File: config.mk
export PLATFORM = sky130hd
export DESIGN_NAME = twm_master
export DESIGN_NICKNAME = d
export VERILOG_FILES = /design/src/design/twm_master.v
export VERILOG_INCLUDE_DIRS = /design/src /design/src/inc
export SDC_FILE = /design/constraint.sdc
export NUM_CORES = 1
export LEC_CHECK = 0
export BUFFER_PORTS_ARGS = -buffer_cell sky130_fd_sc_hd__buf_2
export CAP_MARGIN = 5
export CORE_ASPECT_RATIO = 0.6
export CORE_MARGIN = 1
export CORE_UTILIZATION = 60
export DETAILED_ROUTE_END_ITERATION = 6
export HOLD_SLACK_MARGIN = 0.02
export PLACE_DENSITY = 0.84
export REMOVE_ABC_BUFFERS = 1
export SYNTH_ARGS = -nofsm -noshare
export SYNTH_HDL_FRONTEND = slang
export SYNTH_SLANG_ARGS = --single-unit
File: constraint.sdc
create_clock -name aclk -period 4.5 [get_ports aclk]
set_input_delay 0.225 -clock aclk [delete_from_list [all_inputs] [get_ports aclk]]
set_output_delay 0.225 -clock aclk [all_outputs]
set_load 0.01 [all_outputs]
File: src/inc/twm_defs.vh
/*
 Constants of the two-wire master transmitter: register byte offsets, control bit positions, status codes,
 reset values and the default third-bit divider. Assumes a 200 MHz aclk and an AXI4-Lite register bus.
*/
`ifndef TWM_DEFS_VH
`define TWM_DEFS_VH

`define TWM_OFS_CONTROL 8'h00
`define TWM_OFS_STATUS 8'h04
`define TWM_OFS_DATA 8'h08
`define TWM_OFS_DIVIDER 8'h0C

`define TWM_BIT_FLAG 7
`define TWM_BIT_ACK_EN 6
`define TWM_BIT_START 5
`define TWM_BIT_STOP 4
`define TWM_BIT_WCOL 3
`define TWM_BIT_ENABLE 2
`define TWM_BIT_IRQ_EN 0

`define TWM_ST_START 5'h01
`define TWM_ST_RSTART 5'h02
`define TWM_ST_AW_ACK 5'h03
`define TWM_ST_AW_NACK 5'h04
`define TWM_ST_TX_ACK 5'h05
`define TWM_ST_TX_NACK 5'h06
`define TWM_ST_LOST 5'h07
`define TWM_ST_AR_ACK 5'h08
`define TWM_ST_AR_NACK 5'h09
`define TWM_ST_RX_ACK 5'h0A
`define TWM_ST_RX_NACK 5'h0B
`define TWM_ST_IDLE 5'h1F

`define TWM_RST_DIVIDER 16'h0005
`define TWM_RST_DATA 8'hFF
`define TWM_RESP_OKAY 2'h0
`define TWM_RESP_SLVERR 2'h2

`endif

File: src/design/twm_master.v
/*
 Two-wire bus master with its control, status, data and divider registers behind an AXI4-Lite slave.
 Assumes open-drain pads outside: an enable high pulls the line low, and both lines have pull-ups.
*/
// The implementer's own choices: the AXI4-Lite slave port and the register addresses.
`timescale 1ns/1ps
`include "twm_defs.vh"

module twm_master #(
   parameter [15:0] DIVIDER_RESET = `TWM_RST_DIVIDER
) (
   // Clock and reset
   input wire aclk,
   input wire aresetn,
   // AXI4-Lite write address and data
   input wire [7:0] s_axi_awaddr,
   input wire s_axi_awvalid,
   output wire s_axi_awready,
   input wire [31:0] s_axi_wdata,
   input wire [3:0] s_axi_wstrb,
   input wire s_axi_wvalid,
   output wire s_axi_wready,
   // AXI4-Lite write response
   output reg [1:0] s_axi_bresp,
   output reg s_axi_bvalid,
   input wire s_axi_bready,
   // AXI4-Lite read
   input wire [7:0] s_axi_araddr,
   input wire s_axi_arvalid,
   output wire s_axi_arready,
   output reg [31:0] s_axi_rdata,
   output reg [1:0] s_axi_rresp,
   output reg s_axi_rvalid,
   input wire s_axi_rready,
   // Two-wire bus pins
   input wire scl_in,
   output wire scl_out,
   output wire scl_oe,
   input wire sda_in,
   output wire sda_out,
   output wire sda_oe,
   // Interrupt request
   output wire irq
);

   localparam [3:0] S_IDLE = 4'h0;
   localparam [3:0] S_WAIT_FREE = 4'h1;
   localparam [3:0] S_START_A = 4'h2;
   localparam [3:0] S_START_B = 4'h3;
   localparam [3:0] S_START_C = 4'h4;
   localparam [3:0] S_HOLD = 4'h5;
   localparam [3:0] S_BIT_LOW = 4'h6;
   localparam [3:0] S_BIT_HIGH = 4'h7;
   localparam [3:0] S_BIT_END = 4'h8;
   localparam [3:0] S_STOP_A = 4'h9;
   localparam [3:0] S_STOP_B = 4'hA;
   localparam [3:0] S_STOP_C = 4'hB;
   localparam [3:0] S_RS_A = 4'hC;

   // Bus slave state.
   reg aw_full;
   reg w_full;
   reg [7:0] aw_addr;
   reg [31:0] w_data;
   reg [3:0] w_strb;
   // Software-owned control fields.
   reg ack_enable;
   reg start_request;
   reg unit_enable;
   reg irq_enable;
   reg [1:0] prescaler;
   reg [15:0] divider;
   // Engine-owned fields.
   reg done_flag;
   reg stop_request;
   reg write_collision;
   reg [7:0] serial_data_reg;
   reg [4:0] status_code;
   reg [3:0] state;
   reg [3:0] bit_cnt;
   reg [7:0] shift;
   reg addr_phase;
   reg master_receive;
   reg lost;
   reg restart;
   reg scl_low;
   reg sda_low;
   reg [15:0] tick_cnt;
   // Pin synchronisers and filtered levels.
   reg [2:0] scl_sync;
   reg [2:0] sda_sync;
   reg scl_f;
   reg sda_f;
   reg sda_prev;
   reg bus_busy;

   wire wr_go;
   wire ctrl_wr;
   wire data_wr;
   wire tick;
   wire drive_bit;
   wire [7:0] control_rd;

   assign s_axi_awready = !aw_full && !s_axi_bvalid;
   assign s_axi_wready = !w_full && !s_axi_bvalid;
   assign s_axi_arready = !s_axi_rvalid;
   assign wr_go = aw_full && w_full && !s_axi_bvalid;
   assign ctrl_wr = wr_go && (aw_addr == `TWM_OFS_CONTROL) && w_strb[0];
   assign data_wr = wr_go && (aw_addr == `TWM_OFS_DATA) && w_strb[0];
   assign tick = (tick_cnt == divider);
   assign control_rd = {done_flag, ack_enable, start_request, stop_request, write_collision, unit_enable, 1'b0,
      irq_enable};

   // Open drain: the pin only ever sinks, so the output value is fixed low.
   assign scl_out = 1'b0;
   assign sda_out = 1'b0;
   assign scl_oe = scl_low;
   assign sda_oe = sda_low;
   assign irq = done_flag && irq_enable;

   // Write channels are latched separately so address and data may arrive in either order.
   always @(posedge aclk) begin
      if (!aresetn) begin
         aw_full <= 1'b0;
         w_full <= 1'b0;
         aw_addr <= 8'h00;
         w_data <= 32'h00000000;
         w_strb <= 4'h0;
         s_axi_bvalid <= 1'b0;
         s_axi_bresp <= `TWM_RESP_OKAY;
      end else begin
         if (s_axi_awvalid && s_axi_awready) begin
            aw_full <= 1'b1;
            aw_addr <= s_axi_awaddr;
         end
         if (s_axi_wvalid && s_axi_wready) begin
            w_full <= 1'b1;
            w_data <= s_axi_wdata;
            w_strb <= s_axi_wstrb;
         end
         if (wr_go) begin
            aw_full <= 1'b0;
            w_full <= 1'b0;
            s_axi_bvalid <= 1'b1;
            if (aw_addr == `TWM_OFS_CONTROL || aw_addr == `TWM_OFS_STATUS || aw_addr == `TWM_OFS_DATA ||
               aw_addr == `TWM_OFS_DIVIDER) begin
               s_axi_bresp <= `TWM_RESP_OKAY;
            end else begin
               s_axi_bresp <= `TWM_RESP_SLVERR;
            end
         end else if (s_axi_bvalid && s_axi_bready) begin
            s_axi_bvalid <= 1'b0;
         end
      end
   end

   // Read answer is registered one cycle after the address is taken.
   always @(posedge aclk) begin
      if (!aresetn) begin
         s_axi_rvalid <= 1'b0;
         s_axi_rdata <= 32'h00000000;
         s_axi_rresp <= `TWM_RESP_OKAY;
      end else if (s_axi_arvalid && s_axi_arready) begin
         s_axi_rvalid <= 1'b1;
         s_axi_rresp <= `TWM_RESP_OKAY;
         if (s_axi_araddr == `TWM_OFS_CONTROL) begin
            s_axi_rdata <= {24'h000000, control_rd};
         end else if (s_axi_araddr == `TWM_OFS_STATUS) begin
            s_axi_rdata <= {24'h000000, status_code, 1'b0, prescaler};
         end else if (s_axi_araddr == `TWM_OFS_DATA) begin
            s_axi_rdata <= {24'h000000, serial_data_reg};
         end else if (s_axi_araddr == `TWM_OFS_DIVIDER) begin
            s_axi_rdata <= {16'h0000, divider};
         end else begin
            s_axi_rdata <= 32'h00000000;
            s_axi_rresp <= `TWM_RESP_SLVERR;
         end
      end else if (s_axi_rvalid && s_axi_rready) begin
         s_axi_rvalid <= 1'b0;
      end
   end

   // Software-owned control fields and the divider.
   always @(posedge aclk) begin
      if (!aresetn) begin
         ack_enable <= 1'b0;
         start_request <= 1'b0;
         unit_enable <= 1'b0;
         irq_enable <= 1'b0;
         prescaler <= 2'h0;
         divider <= DIVIDER_RESET;
      end else if (wr_go) begin
         if (ctrl_wr) begin
            ack_enable <= w_data[`TWM_BIT_ACK_EN];
            start_request <= w_data[`TWM_BIT_START];
            unit_enable <= w_data[`TWM_BIT_ENABLE];
            irq_enable <= w_data[`TWM_BIT_IRQ_EN];
         end
         if (aw_addr == `TWM_OFS_STATUS && w_strb[0]) begin
            prescaler <= w_data[1:0];
         end
         if (aw_addr == `TWM_OFS_DIVIDER) begin
            if (w_strb[0]) begin
               divider[7:0] <= w_data[7:0];
            end
            if (w_strb[1]) begin
               divider[15:8] <= w_data[15:8];
            end
         end
      end
   end

   // A level counts once the second and third stages agree; the first stage feeds nothing else.
   always @(posedge aclk) begin
      if (!aresetn) begin
         scl_sync <= 3'h7;
         sda_sync <= 3'h7;
         scl_f <= 1'b1;
         sda_f <= 1'b1;
         sda_prev <= 1'b1;
         bus_busy <= 1'b0;
      end else begin
         scl_sync <= {scl_sync[1:0], scl_in};
         sda_sync <= {sda_sync[1:0], sda_in};
         if (scl_sync[1] == scl_sync[2]) begin
            scl_f <= scl_sync[2];
         end
         if (sda_sync[1] == sda_sync[2]) begin
            sda_f <= sda_sync[2];
         end
         sda_prev <= sda_f;
         if (scl_f && sda_prev && !sda_f) begin
            bus_busy <= 1'b1;
         end else if (scl_f && !sda_prev && sda_f) begin
            bus_busy <= 1'b0;
         end
      end
   end

   // Third-bit enable pulse; it free-runs so that each phase lasts divider plus one cycles.
   always @(posedge aclk) begin
      if (!aresetn || tick) begin
         tick_cnt <= 16'h0000;
      end else begin
         tick_cnt <= tick_cnt + 16'h0001;
      end
   end

   // Bit on the data line for the current slot; receive data bits and the address acknowledge are released.
   // Own acknowledge drives low.
   assign drive_bit = (bit_cnt == 4'h8) ? (master_receive && !addr_phase && ack_enable) : !shift[7];

   always @(posedge aclk) begin
      if (!aresetn || !unit_enable) begin
         done_flag <= 1'b0;
         stop_request <= 1'b0;
         write_collision <= 1'b0;
         serial_data_reg <= `TWM_RST_DATA;
         status_code <= `TWM_ST_IDLE;
         state <= S_IDLE;
         bit_cnt <= 4'h0;
         shift <= 8'h00;
         addr_phase <= 1'b0;
         master_receive <= 1'b0;
         lost <= 1'b0;
         restart <= 1'b0;
         scl_low <= 1'b0;
         sda_low <= 1'b0;
      end else begin
         if (ctrl_wr && w_data[`TWM_BIT_FLAG]) begin
            done_flag <= 1'b0;
         end
         if (ctrl_wr) begin
            stop_request <= w_data[`TWM_BIT_STOP];
         end
         if (data_wr) begin
            if (done_flag) begin
               serial_data_reg <= w_data[7:0];
               write_collision <= 1'b0;
            end else begin
               write_collision <= 1'b1;
            end
         end
         case (state)
            S_IDLE: begin
               if (start_request && !done_flag) begin
                  restart <= 1'b0;
                  state <= S_WAIT_FREE;
               end
            end
            S_WAIT_FREE: begin
               if (!bus_busy && tick) begin
                  state <= S_START_A;
               end
            end
            S_RS_A: begin
               if (tick) begin
                  sda_low <= 1'b0;
                  scl_low <= 1'b0;
                  restart <= 1'b1;
                  state <= S_START_A;
               end
            end
            S_START_A: begin
               if (tick && scl_f) begin
                  sda_low <= 1'b1;
                  state <= S_START_B;
               end
            end
            S_START_B: begin
               if (tick) begin
                  scl_low <= 1'b1;
                  state <= S_START_C;
               end
            end
            S_START_C: begin
               if (tick) begin
                  addr_phase <= 1'b1;
                  master_receive <= 1'b0;
                  lost <= 1'b0;
                  done_flag <= 1'b1;
                  status_code <= restart ? `TWM_ST_RSTART : `TWM_ST_START;
                  state <= S_HOLD;
               end
            end
            S_HOLD: begin
               // Bus stalled until the flag clears.
               if (!done_flag) begin
                  if (lost) begin
                     state <= start_request ? S_WAIT_FREE : S_IDLE;
                     restart <= 1'b0;
                  end else if (stop_request) begin
                     state <= S_STOP_A;
                  end else if (start_request) begin
                     state <= S_RS_A;
                  end else begin
                     shift <= (master_receive && !addr_phase) ? 8'hFF : serial_data_reg;
                     bit_cnt <= 4'h0;
                     state <= S_BIT_LOW;
                  end
               end
            end
            S_BIT_LOW: begin
               if (tick) begin
                  sda_low <= drive_bit;
                  state <= S_BIT_HIGH;
               end
            end
            S_BIT_HIGH: begin
               scl_low <= 1'b0;
               // Waiting for the line to read high lets a slave stretch the clock.
               if (tick && scl_f) begin
                  if (bit_cnt != 4'h8 && !sda_low && !sda_f && !(master_receive && !addr_phase)) begin
                     lost <= 1'b1;
                     sda_low <= 1'b0;
                     done_flag <= 1'b1;
                     status_code <= `TWM_ST_LOST;
                     state <= S_HOLD;
                  end else begin
                     if (bit_cnt == 4'h8) begin
                        restart <= sda_f;
                     end else begin
                        shift <= {shift[6:0], sda_f};
                     end
                     state <= S_BIT_END;
                  end
               end
            end
            S_BIT_END: begin
               if (tick) begin
                  scl_low <= 1'b1;
                  if (bit_cnt == 4'h8) begin
                     done_flag <= 1'b1;
                     addr_phase <= 1'b0;
                     state <= S_HOLD;
                     if (addr_phase) begin
                        master_receive <= serial_data_reg[0];
                        if (serial_data_reg[0]) begin
                           status_code <= restart ? `TWM_ST_AR_NACK : `TWM_ST_AR_ACK;
                        end else begin
                           status_code <= restart ? `TWM_ST_AW_NACK : `TWM_ST_AW_ACK;
                        end
                     end else if (master_receive) begin
                        serial_data_reg <= shift;
                        status_code <= ack_enable ? `TWM_ST_RX_ACK : `TWM_ST_RX_NACK;
                     end else begin
                        status_code <= restart ? `TWM_ST_TX_NACK : `TWM_ST_TX_ACK;
                     end
                     restart <= 1'b0;
                  end else begin
                     bit_cnt <= bit_cnt + 4'h1;
                     state <= S_BIT_LOW;
                  end
               end
            end
            S_STOP_A: begin
               if (tick) begin
                  sda_low <= 1'b1;
                  state <= S_STOP_B;
               end
            end
            S_STOP_B: begin
               if (tick) begin
                  scl_low <= 1'b0;
                  if (scl_f) begin
                     state <= S_STOP_C;
                  end
               end
            end
            S_STOP_C: begin
               if (tick) begin
                  sda_low <= 1'b0;
                  stop_request <= 1'b0;
                  master_receive <= 1'b0;
                  restart <= 1'b0;
                  status_code <= `TWM_ST_IDLE;
                  state <= start_request ? S_WAIT_FREE : S_IDLE;
               end
            end
            default: begin
               state <= S_IDLE;
            end
         endcase
      end
   end

endmodule // twm_master

==> Word level (Yosys, flattened, before mapping) <==
Index checks and enable logic that the tools add are counted.
{ "op_classes": {"n_addsub": 2, "eq_ne": 52, "muxes": 111, "n_bitwise": 1, "n_reduce_logical": 81} }
{ "op_table": {"columns": ["op", "n"], "rows": [
  ["$mux W8", 15],
  ["$mux W4", 26],
  ["$mux W16", 4],
  ["$pmux W4 S13", 1],
  ["$ne A2 B2 Y1 const B", 25],
  ["$mux W1", 39],
  ["$mux W5", 7],
  ["$eq A8 B4 Y1 const B", 4],
  ["$logic_and A1 B1 Y1", 28],
  ["$eq A4 B4 Y1 const B", 6],
  ["$reduce_and A7 Y1", 3],
  ["$pmux W5 S4", 1],
  ["$add A16 B1 Y16 const B", 1],
  ["$eq A16 B16 Y1", 1],
  ["$eq A4 B3 Y1 const B", 4],
  ["$eq A8 B3 Y1 const B", 2],
  ["$logic_not A8 Y1", 2],
  ["$mux W2", 8],
  ["$pmux W8 S2", 1],
  ["$reduce_bool A2 Y1", 8],
  ["$logic_not A1 Y1", 14],
  ["$reduce_and A14 Y1", 1],
  ["$reduce_and A11 Y1", 1],
  ["$reduce_or A2 Y1", 5],
  ["other kinds (24)", 40]
]} }
{ "totals": {"regBits": 152, "output_inout_bits": 46, "word_cells": 285} }

==> Depth between registers and ports, before layout <==
Gate-level depths: netlist of run 1.
{ "depth": {"ltp_word": 10, "mapped_depth": 9} }

==> Least setup slack after synthesis of run 1 <==
OpenSTA, ideal clock, no wires.
{ "synth_path": {"path_type": "flip-flop to flip-flop", "startpoint": "register state[2]", "endpoint": "register bit_cnt[3]", "arrival_time_ns": 1.867, "t_required_ns": 4.425, "slack_ns": 2.558, "stages_incl_launch_ff": 7, "synth_period_minus_slack_ns": 1.942, "path_cell_list": "dfxtp_1 -> inv_1 -> ha_1 -> or3b_2 -> clkbuf_1 -> or4_1 -> a31oi_1"} }
{ "synth_between": {"elab_chain_len": 3} }
{ "synth_lines": {"columns": ["element", "line_no", "source"], "rows": [
  ["from (decl)", "twm_master.v:79", "reg [3:0] state;"],
  ["from (signal assigned)", "twm_master.v:330", "state <= start_request ? S_WAIT_FREE : S_IDLE;"],
  ["from (signal assigned)", "twm_master.v:417", "state <= start_request ? S_WAIT_FREE : S_IDLE;"],
  ["$eq A4 B4 Y1 or $eq A4 B3 Y1 (tied branches)", "twm_master.v:284", "case (state)"],
  ["$ne A2 B2 Y1 (no source line) or $reduce_bool A2 Y1 (tied branches)", null, null],
  ["$reduce_and A7 Y1 (no source line)", null, null],
  ["to (signal assigned)", "twm_master.v:391", "bit_cnt <= bit_cnt + 4'h1;"],
  ["to (decl)", "twm_master.v:80", "reg [3:0] bit_cnt;"]
]} }
Parallel ways exist; a longest one is shown, timed or not.
A chain may end at the register's enable or synchronous reset.

==> Worst setup path in the final report of run 1 <==
{ "layout_path": {"startpoint": "register state[2]", "endpoint": "register serial_data_reg[4]"} }
{ "layout_between": {"elab_chain_len": 2} }
{ "layout_lines": {"columns": ["element", "line_no", "source"], "rows": [
  ["$eq A4 B4 Y1", "twm_master.v:284", null],
  ["$mux W8", "twm_master.v:284", null],
  ["to (signal assigned)", "twm_master.v:258", "serial_data_reg <= `TWM_RST_DATA;"],
  ["to (signal assigned)", "twm_master.v:278", "serial_data_reg <= w_data[7:0];"],
  ["to (signal assigned)", "twm_master.v:384", "serial_data_reg <= shift;"],
  ["to (decl)", "twm_master.v:77", "reg [7:0] serial_data_reg;"]
]} }
No other way between the ends.

==> results.py, run 1 <==
metrics = {
    "outcome": {
        "status": "finished clean",
    },
    "pwr": {
        "p_leak_nw": 3.003,
        "finalPower_w": 0.002858,
        "vdd_drop_max_uv": 351.3,
        "power.density_nw_per_um2": 377.1,
    },
    "routing": {
        "first_pass_iters": 6,
        "wirelength_um": 17730,
        "viasPerCell": 6.213,
        "ant_nets": 0,
        "drc_errors": 0,
        "drt-initial-drc-count": 630,
        "wl_per_cell_um": 18.39,
        "vias": 5989,
    },
    "placed_design": {
        "pre_cts_ws_ns": 1.867,
        "routabilityCongestion": 0.9032,
        "hpwl_um": 11980,
        "numPortBuffers": 68,
    },
    "setup_path": {
        "end_kind": "register",
        "path_class": "reg2reg",
        "crit_fanout": 16,
        "critPathArrivalTime_ns": 3.17,
        "start_kind": "register",
        "crit_required_ns": 4.84,
    },
    "clock_tree": {
        "cts_resized": 0,
        "clk_pin_slew_worst_paths_ns": 0.06,
        "numCtsBuffers": 17,
        "cts_root_buf": "clkbuf_16",
        "h-tree-depth": 4,
        "cts_tree": "done",
        "clock_latency_ns": 0.42,
        "cts.sinks": 134,
        "clockBufferDepth": 2,
    },
    "logic_synthesis": {
        "yosysTopAreaCell": "dfxtp_1",
        "synth-edff-count": 0,
        "async_flop_share_pct": 0,
        "ys_top_cells_by_area": "dfxtp_1 (40%), nand2_1 (6.0%), mux2i_1 (5.4%), nor2b_1 (3.3%), a21boi_0 (3.3%)",
        "ys_ff_latch": 134,
        "synth_commonest_cells": "dfxtp_1 (134), nand2_1 (106), clkbuf_1 (43), nor2_1 (40), o21ai_0 (37)",
        "yosysMostFrequentCell": "dfxtp_1",
        "synth_cells": 771,
        "syn_area_per_cell_um2": 8.640,
        "yosysWarnings": 0,
        "synth_top_area_share_pct": 40.27,
        "netlist_area_um2": 6661,
        "ys_types": 62,
        "synth_ff_type": "dfxtp_1",
        "synth_seq_area_share_pct": 40.27,
    },
    "die": {
        "die_y_um": 83.62,
        "io_pins": 107,
        "start_util_pct": 62.44,
        "coreArea_um2": 10670,
        "rows": 29,
        "die_w_um": 138.0,
        "dieArea_um2": 11540,
    },
    "grt": {
        "grt_pass1_vias": 5639,
        "grt_start_max_net_pins": 85,
        "grt_pass1_wl_um": 28540,
        "antenna_found_initial": 1,
        "grt-ovfl-total": 0,
        "grt_use_total_pct": 31.02,
    },
    "timing": {
        "hold_viol_final": 0,
        "fin_tns_setup_ns": 0,
        "min_period_ns": 2.829,
        "setup_ws_ns": 1.671,
        "min_period_over_period_pct": 62.87,
        "tightest_slew_ns": 1.098,
        "drv_slew": 0,
        "rsz0062_at_grt": "false",
        "hold_slack_ns": 0.03626,
        "final-setup-viol-count": 0,
        "max_freq_mhz": 353.5,
        "slew-limit-headroom_pct": 26.78,
        "skew_ns": 0.008391,
    },
    "finish": {
        "drive_gt1_share_pct": 15.64,
        "nets": 883,
        "syn_to_final_growth_pct": 13.75,
        "final_util_pct": 71.03,
        "antenna_cells": 0,
    },
    "hold_path": {
        "hold_class": "in2reg",
    },
    "run": {
        "cap_viol_max_count": 0,
    },
}
-- power by group --
| part | switching [W] | internal (W) | leakage [nW] | total [W] |
|---|---|---|---|---|
| Sequential | 0.0000251 | 0.00121 | 1.09 | 0.00124 |
| Clock | 0.000530 | 0.000953 | 0.302 | 0.00148 |
| Combinational | 0.0000800 | 0.0000582 | 1.61 | 0.000138 |
-- final timing paths --
check,slack (ns),end,from,cells past startpoint
worst max-delay path,1.67,serial_data_reg[4],state[2],7
worst max register to register,1.67,serial_data_reg[4],state[2],7
worst min register to register,0.40,sda_sync[1],sda_sync[0],1
worst min-delay path,0.04,s_axi_rvalid,s_axi_arvalid,2
-- metal layers --
metal / wire length, um / up-vias / global-route usage (%) / part of all wire [%]
met2: 7469 / 429 / 45.73 / 42
met5: 13 / - / 0 / 0.073
met3: 2236 / 69 / 9.122 / 13
met1: 7616 / 2731 / 43.05 / 43
met4: 393 / 2 / 10.99 / 2.2
li1: - / 2758 / - / -
-- final cells by class --
type,instances,area (um2)
Multi-Input combinational cell,569,3642
Fill cell,769,3090
Sequential cell,134,2683
Clock buffer,19,452.9
Timing Repair Buffer,73,382.9
Clock inverter,12,175.2
Tap cell,139,173.9
Inverter,18,67.56
-- kinds of logic (layout without fill, tap and decap cells) --
group / count (synthesis) / in the layout / share of synthesized area, %
compound gates: 161 / 161 / 15.98
xor+xnor: 30 / 30 / 3.944
fa+ha+maj: 9 / 9 / 1.690
buf+inv: 87 / 122 / 6.123
flops: 134 / 134 / 40.27
mux: 51 / 51 / 8.960
other cells: 1 / 20 / 0.05629
simple gates: 298 / 298 / 22.97
-- cells in the final DEF (no fill, tap or decap), types with 23 or more instances in the layout --
cell type / count
nor2_1: 40
nand3_1: 23
buf_2: 68
nor2b_1: 35
o21ai_0: 37
dfxtp_1: 134
a21oi_1: 29
mux2i_1: 36
nand2_1: 106
a21boi_0: 29
-- timing repair --
item,CTS,global route
hold endpoints to repair,2,0
hold buffers,2,0
buffers inserted,0,0
-- worst max-delay path, stage by stage, from the launching register on --
cell and delay (ns):
dfxtp_1 0.34, inv_1 0.10, ha_1 0.52, nor3b_2 0.66
nand2_1 0.25, nor2_1 0.49, a21oi_1 0.15, o21ai_0 0.22
-- through the flow --
stage          cells  cell area (um2)
5_1_grt          964             7577
6_report         964             7577
3_5_place_dp     931             6929
2_1_floorplan    721             6392
3_3_place_gp     931             6929
4_1_cts          964             7577
No activity file was read; power rests on OpenSTA's default activity.
==> run 2, diff against run 1 <==
--- a/config.mk
+++ b/config.mk
@@ -6,14 +6,15 @@
 export SDC_FILE = /design/constraint.sdc
 export NUM_CORES = 1
 export LEC_CHECK = 0
+export ABC_AREA = 1
 export BUFFER_PORTS_ARGS = -buffer_cell sky130_fd_sc_hd__buf_2
 export CAP_MARGIN = 5
 export CORE_ASPECT_RATIO = 0.6
 export CORE_MARGIN = 1
-export CORE_UTILIZATION = 60
+export CORE_UTILIZATION = 57
 export DETAILED_ROUTE_END_ITERATION = 6
 export HOLD_SLACK_MARGIN = 0.02
-export PLACE_DENSITY = 0.84
+export PLACE_DENSITY = 0.8
 export REMOVE_ABC_BUFFERS = 1
 export SYNTH_ARGS = -nofsm -noshare
 export SYNTH_HDL_FRONTEND = slang
==> constraint.sdc (replaced) <==
create_clock -name aclk -period 2.8 [get_ports aclk]
set_input_delay 0.14 -clock aclk [delete_from_list [all_inputs] [get_ports aclk]]
set_output_delay 0.14 -clock aclk [all_outputs]
set_load 0.01 [all_outputs]
==> run 2 against run 1 <==
Synthesized cell count rose by 20%. Clock skew hardly changed. Critical path type unchanged. Count of clock-buffer cells in the layout up 2. Largest power group unchanged. Highest routed layer is now met4. Register-to-register slack worse by 1.1 ns. Combinational power grew 99%.
==> results.py, run 2 <==
metrics = {
    "timing": {
        "hold_viol_final": 0,
        "slew-limit-headroom_pct": 40.07,
        "min_period_ns": 2.260,
        "final-setup-viol-count": 0,
        "drv_slew": 0,
        "skew_ns": 0.008545,
        "setup_ws_ns": 0.5399,
        "max_freq_mhz": 442.5,
        "fin_tns_setup_ns": 0,
        "min_period_over_period_pct": 80.72,
        "rsz0062_at_grt": "false",
        "tightest_slew_ns": 0.8916,
    },
    "die": {
        "coreArea_um2": 11300,
        "rows": 30,
        "dieArea_um2": 12030,
        "io_pins": 107,
        "die_y_um": 85.35,
        "start_util_pct": 58.42,
        "die_w_um": 140.9,
    },
    "setup_path": {
        "end_kind": "register",
        "path_class": "reg2reg",
        "max_stage_delay_ns": 0.33,
        "start_kind": "register",
        "cpMaxStageDelayCell": "dfxtp_1",
        "cp_cell_sequence": "inv_1, ha_1, inv_1, nor2_2, inv_1, buf_4, nand2_1, nor2_1, nor3_4, nand2_1, nand2_1, nand3_1",
        "crit_fanout": 21,
        "critPathArrivalTime_ns": 2.56,
        "crit_required_ns": 3.10,
    },
    "logic_synthesis": {
        "yosysWarnings": 0,
        "synth_commonest_cells": "nand2_1 (163), dfxtp_1 (134), nor2_1 (122), inv_1 (95), o21ai_0 (88)",
        "yosysTopAreaCell": "dfxtp_1",
        "yosysMostFrequentCell": "nand2_1",
        "synth_cells": 925,
        "netlist_area_um2": 6600,
        "synth_ff_type": "dfxtp_1",
        "ys_ff_latch": 134,
        "ys_top_cells_by_area": "dfxtp_1 (41%), nand2_1 (9.3%), nor2_1 (6.9%), o21ai_0 (6.7%), a21oi_1 (5.6%)",
        "synth_seq_area_share_pct": 40.64,
        "synth-edff-count": 0,
        "syn_area_per_cell_um2": 7.135,
        "async_flop_share_pct": 0,
        "synth_top_area_share_pct": 40.64,
        "ys_types": 45,
    },
    "finish": {
        "antenna_cells": 0,
        "finalNonFillerCells": 1187,
        "drive_gt1_share_pct": 16.16,
        "nets": 1085,
        "mostFrequentLayoutCells": "nand2_1 (163), dfxtp_1 (134), nor2_1 (122)",
        "final_common_cell": "nand2_1",
        "syn_to_final_growth_pct": 19.05,
        "nFillCells": 922,
    },
    "run": {
        "cap_viol_max_count": 0,
    },
    "pwr": {
        "power.density_nw_per_um2": 586.4,
        "p_leak_nw": 3.431,
        "vdd_drop_max_uv": 417.6,
    },
    "routing": {
        "vias": 6429,
        "viasPerCell": 5.416,
        "drt-initial-drc-count": 842,
        "wl_per_cell_um": 14.87,
        "wirelength_um": 17650,
        "first_pass_iters": 5,
        "drc_errors": 0,
        "ant_nets": 0,
    },
    "grt": {
        "grt_pass1_vias": 5572,
        "grt_start_max_net_pins": 33,
        "antenna_found_initial": 0,
        "grt-ovfl-total": 0,
        "grt_pass1_wl_um": 28410,
        "grt_use_total_pct": 30.58,
    },
    "clock_tree": {
        "clock_latency_ns": 0.42,
        "clk_pin_slew_worst_paths_ns": 0.06,
        "cts_root_buf": "clkbuf_16",
        "cts_tree": "done",
        "h-tree-depth": 4,
        "cts_resized": 0,
        "cts.sinks": 134,
        "clockBufferDepth": 2,
        "numCtsBuffers": 17,
    },
    "placed_design": {
        "pre_cts_ws_ns": 0.6487,
        "numPortBuffers": 68,
        "dp.cells": 1133,
        "hpwl_um": 12290,
        "routabilityCongestion": 0.9642,
    },
    "outcome": {
        "status": "finished clean",
    },
    "hold_path": {
        "hold_class": "in2reg",
    },
}
[run 2: worst paths after layout]
| check | slack [ns] | start | cells after the start | endpoint |
|---|---|---|---|---|
| hold reg to reg | 0.42 | scl_sync[0] | 1 | scl_sync[1] |
| setup reg to reg | 0.54 | state[3] | 12 | status_code[3] |
| hold / removal | 0.03 | s_axi_wdata[1] | 3 | w_data[1] |
| setup / recovery | 0.54 | state[3] | 12 | status_code[3] |
[run 2: repair_timing]
action,CTS,global route
hold endpoints to repair,23,0
hold buffers,23,0
setup buffers,0,0
[run 2: stage by stage]
stage / cell area [um2] / utilization [%] / power [W] / hold slack, ns
6_report: 7858 / 69.55 / 0.004608 / 0.03386
5_1_grt: 7858 / 69.55 / 0.004757 / 0.05193
4_1_cts: 7858 / 69.55 / 0.004624 / 0.03044
3_5_place_dp: 7002 / 61.97 / 0.002272 / 0.3360
3_3_place_gp: 7002 / 61.97 / 0.002265 / 0.3275
2_1_floorplan: 6374 / - / 0.002170 / 0.2162
[run 2: kinds of logic after synthesis]
family          Yosys count  share of synthesized area, %
buf+inv                 158                         10.71
other cells               1                       0.05682
simple gates            407                         27.62
flops                   134                         40.64
xor+xnor                  7                        0.9289
fa+ha+maj                 9                         1.706
compound gates          209                         18.33
[run 2: where the power goes]
part | internal, W | switching (W) | total [W]
clock network | 0.00150 | 0.000845 | 0.00234
registers | 0.00196 | 0.0000312 | 0.00199
logic | 0.000101 | 0.000174 | 0.000275
[run 2: final cells by class]
cell class	count	area (um2)	area share [%]
Inverter	109	409.1	5.207
Sequential cell	134	2683	34.14
Clock inverter	10	145.1	1.847
Timing Repair Buffer	101	658.1	8.376
Multi-Input combinational cell	652	3282	41.77
Tap cell	160	200.2	2.548
Clock buffer	21	480.5	6.115
[run 2: routing by layer]
| metal | global-route usage [%] | up-vias | routed length, um |
|---|---|---|---|
| met5 | 0 | - | 0 |
| met4 | 8.498 | 0 | 181 |
| met3 | 8.070 | 17 | 1750 |
| met2 | 41.25 | 311 | 6837 |
| met1 | 46.88 | 2911 | 8879 |
| li1 | - | 3190 | - |
[run 2: worst max-delay path: cells and delay by family (launching register included)]
family / cells / cell delay (ns)
fa+ha+maj: 1 / 0.19
buf+inv: 4 / 0.50
flops: 1 / 0.33
simple gates: 7 / 1.11
==> run 3, diff against run 2 <==
--- a/config.mk
+++ b/config.mk
@@ -6,7 +6,7 @@
 export SDC_FILE = /design/constraint.sdc
 export NUM_CORES = 1
 export LEC_CHECK = 0
-export ABC_AREA = 1
+export ABC_AREA = 0
 export BUFFER_PORTS_ARGS = -buffer_cell sky130_fd_sc_hd__buf_2
 export CAP_MARGIN = 5
 export CORE_ASPECT_RATIO = 0.6
==> constraint.sdc (replaced) <==
create_clock -name aclk -period 2.2 [get_ports aclk]
set_input_delay 0.11 -clock aclk [delete_from_list [all_inputs] [get_ports aclk]]
set_output_delay 0.11 -clock aclk [all_outputs]
set_load 0.01 [all_outputs]
==> run 3 against run 2 <==
Total power is 26% higher. Clock power is 25% higher. Die area is 0.91% higher. Maximum frequency is 5.0% higher. Register-to-register slack worse by 0.49 ns. Cell area is 4.5% higher. Non-clock buffer count is 42 higher.
==> results.py, run 3 (synthesis results as in run 1) <==
metrics = {
    "routing": {
        "wirelength_um": 18880,
        "ant_nets": 0,
        "drc_errors": 0,
        "first_pass_iters": 6,
        "viasPerCell": 5.890,
        "wl_per_cell_um": 17.88,
        "drt-initial-drc-count": 704,
        "vias": 6220,
    },
    "placed_design": {
        "numPortBuffers": 68,
        "routabilityCongestion": 0.9311,
        "hpwl_um": 13270,
        "placed_area_um2": 7248,
    },
    "hold_path": {
        "hold_end": "aw_full",
        "whs_path_depth": 3,
        "hold_class": "in2reg",
        "hp-start": "s_axi_awvalid",
    },
    "run": {
        "cap_viol_max_count": 0,
    },
    "finish": {
        "design_area_um2": 8208,
        "antenna_cells": 0,
        "final_util_pct": 72.41,
        "syn_to_final_growth_pct": 23.22,
        "final_common_cell": "dfxtp_1",
        "nets": 953,
        "nFillCells": 847,
        "mostFrequentLayoutCells": "dfxtp_1 (134), nand2_1 (106), buf_2 (68)",
        "drive_gt1_share_pct": 19.75,
    },
    "setup_path": {
        "ff2ff_path_depth": 7,
        "crit_fanout": 8,
        "path_class": "reg2reg",
        "end_kind": "register",
        "max_stage_delay_ns": 0.44,
        "crit_path_start": "state[2]",
        "regToRegStartpoint": "state[2]",
        "start_kind": "register",
        "regToRegSetupSlack_ns": 0.05,
        "critical-path-top-delay-family": "simple AND/OR/NAND/NOR gates",
        "crit_buf_inv": 1,
        "reg2reg_to": "serial_data_reg[0]",
        "crit_required_ns": 2.54,
        "cpMaxStageDelayCell": "nor3b_2",
        "critPathArrivalTime_ns": 2.49,
        "cp_cell_sequence": "inv_1, ha_1, nor3b_2, nand2_1, nor2_2, a21oi_1, o21ai_0",
    },
    "clock_tree": {
        "cts.sinks": 134,
        "clock_latency_ns": 0.42,
        "clk_pin_slew_worst_paths_ns": 0.06,
        "h-tree-depth": 4,
        "numCtsBuffers": 17,
        "cts_tree": "done",
        "cts_root_buf": "clkbuf_16",
        "clockBufferDepth": 2,
    },
    "grt": {
        "grt_start_max_net_pins": 83,
        "use_met2_pct": 48.32,
        "grt.met3_usage_pct": 8.375,
        "grt_pass1_wl_um": 29880,
        "grtUsageMet1_pct": 44.84,
        "grt_use_total_pct": 32.07,
        "busiest_layer": "met2",
        "grt-ovfl-total": 0,
        "antenna_found_initial": 0,
        "grt_pass1_vias": 5763,
    },
    "timing": {
        "rsz0062_at_grt": "true",
        "min_period_ns": 2.152,
        "hold_viol_final": 0,
        "drv_slew": 0,
        "hold_slack_ns": 0.06454,
        "max_freq_mhz": 464.8,
        "tightest_slew_ns": 0.6826,
        "min_period_over_period_pct": 97.80,
        "final-setup-viol-count": 0,
        "slew-limit-headroom_pct": 54.49,
        "skew_ns": 0.009203,
        "fin_tns_setup_ns": 0,
    },
    "pwr": {
        "vdd_drop_max_uv": 625.6,
        "p_leak_nw": 3.330,
        "finalPower_w": 0.005810,
        "power.density_nw_per_um2": 707.8,
    },
    "die": {
        "rows": 30,
        "coreArea_um2": 11340,
        "start_util_pct": 58.76,
        "die_w_um": 141.6,
        "dieArea_um2": 12140,
        "io_pins": 107,
        "die_y_um": 85.74,
    },
    "outcome": {
        "status": "finished clean",
    },
}
run 3: cell count changes in the layout (fill, tap and decap cells not counted), moves of 36 or more:
cell     previous run  this run
a21oi_1            74        29
mux2i_1             0        36
nand2_1           163       106
o21ai_0            88        37
inv_1              95        18
nor2_1            122        38
run 3: worst max-delay path by stage:
stage | endpoint | slack, ns | cells after the start
finish | serial_data_reg[0] | 0.05 | 7
global route | serial_data_reg[0] | -0.007 | 6
CTS | serial_data_reg[0] | 0.01 | 7
detailed placement | serial_data_reg[0] | 0.04 | 7
global placement | serial_data_reg[5] | 0.08 | 7
floorplan | shift[0] | 0.05 | 4
run 3: report_power, final:
| part | total, W | internal (W) | switching (W) |
|---|---|---|---|
| Clock | 0.00293 | 0.00178 | 0.00115 |
| Combinational | 0.000348 | 0.000164 | 0.000184 |
| Sequential | 0.00253 | 0.00248 | 0.0000549 |
run 3: layout make-up:
cell class              count  area, um2  share of cell area [%]
clock inverters            12      140.1                   1.707
inverters                  18      67.56                  0.8232
flip-flops and latches    134       2683                   32.68
multi-input cells         569       3670                   44.71
repair buffers            143      980.9                   11.95
well taps                 160      200.2                   2.439
clock buffers              20      466.7                   5.686
run 3: layer usage:
layer  part of all wire [%]  vias to the layer above
li1                       -                     2898
met1                     45                     2919
met2                     42                      370
met3                     12                       33
met4                    1.3                        0
met5                      0                        -
run 3: repair_timing:
action	in CTS	in global routing
setup buffers	0	2
endpoints found under the hold margin	30	0
hold buffers	31	0
gates resized for setup	0	7
setup endpoints to repair	0	31
run 3: worst register-to-register path: stages, from the launching register on:
cell and delay (ns):
dfxtp_1 0.34, inv_1 0.09, ha_1 0.25, nor3b_2 0.44, nand2_1 0.27, nor2_2 0.35
a21oi_1 0.13, o21ai_0 0.19
run 3: through the flow:
stage               instances  worst slack [ns]
finish                   1056           0.04840
global placement          991           0.08189
detailed placement        991           0.03587
global route             1056         -0.006523
CTS                      1054           0.01449
floorplan                 721           0.05471
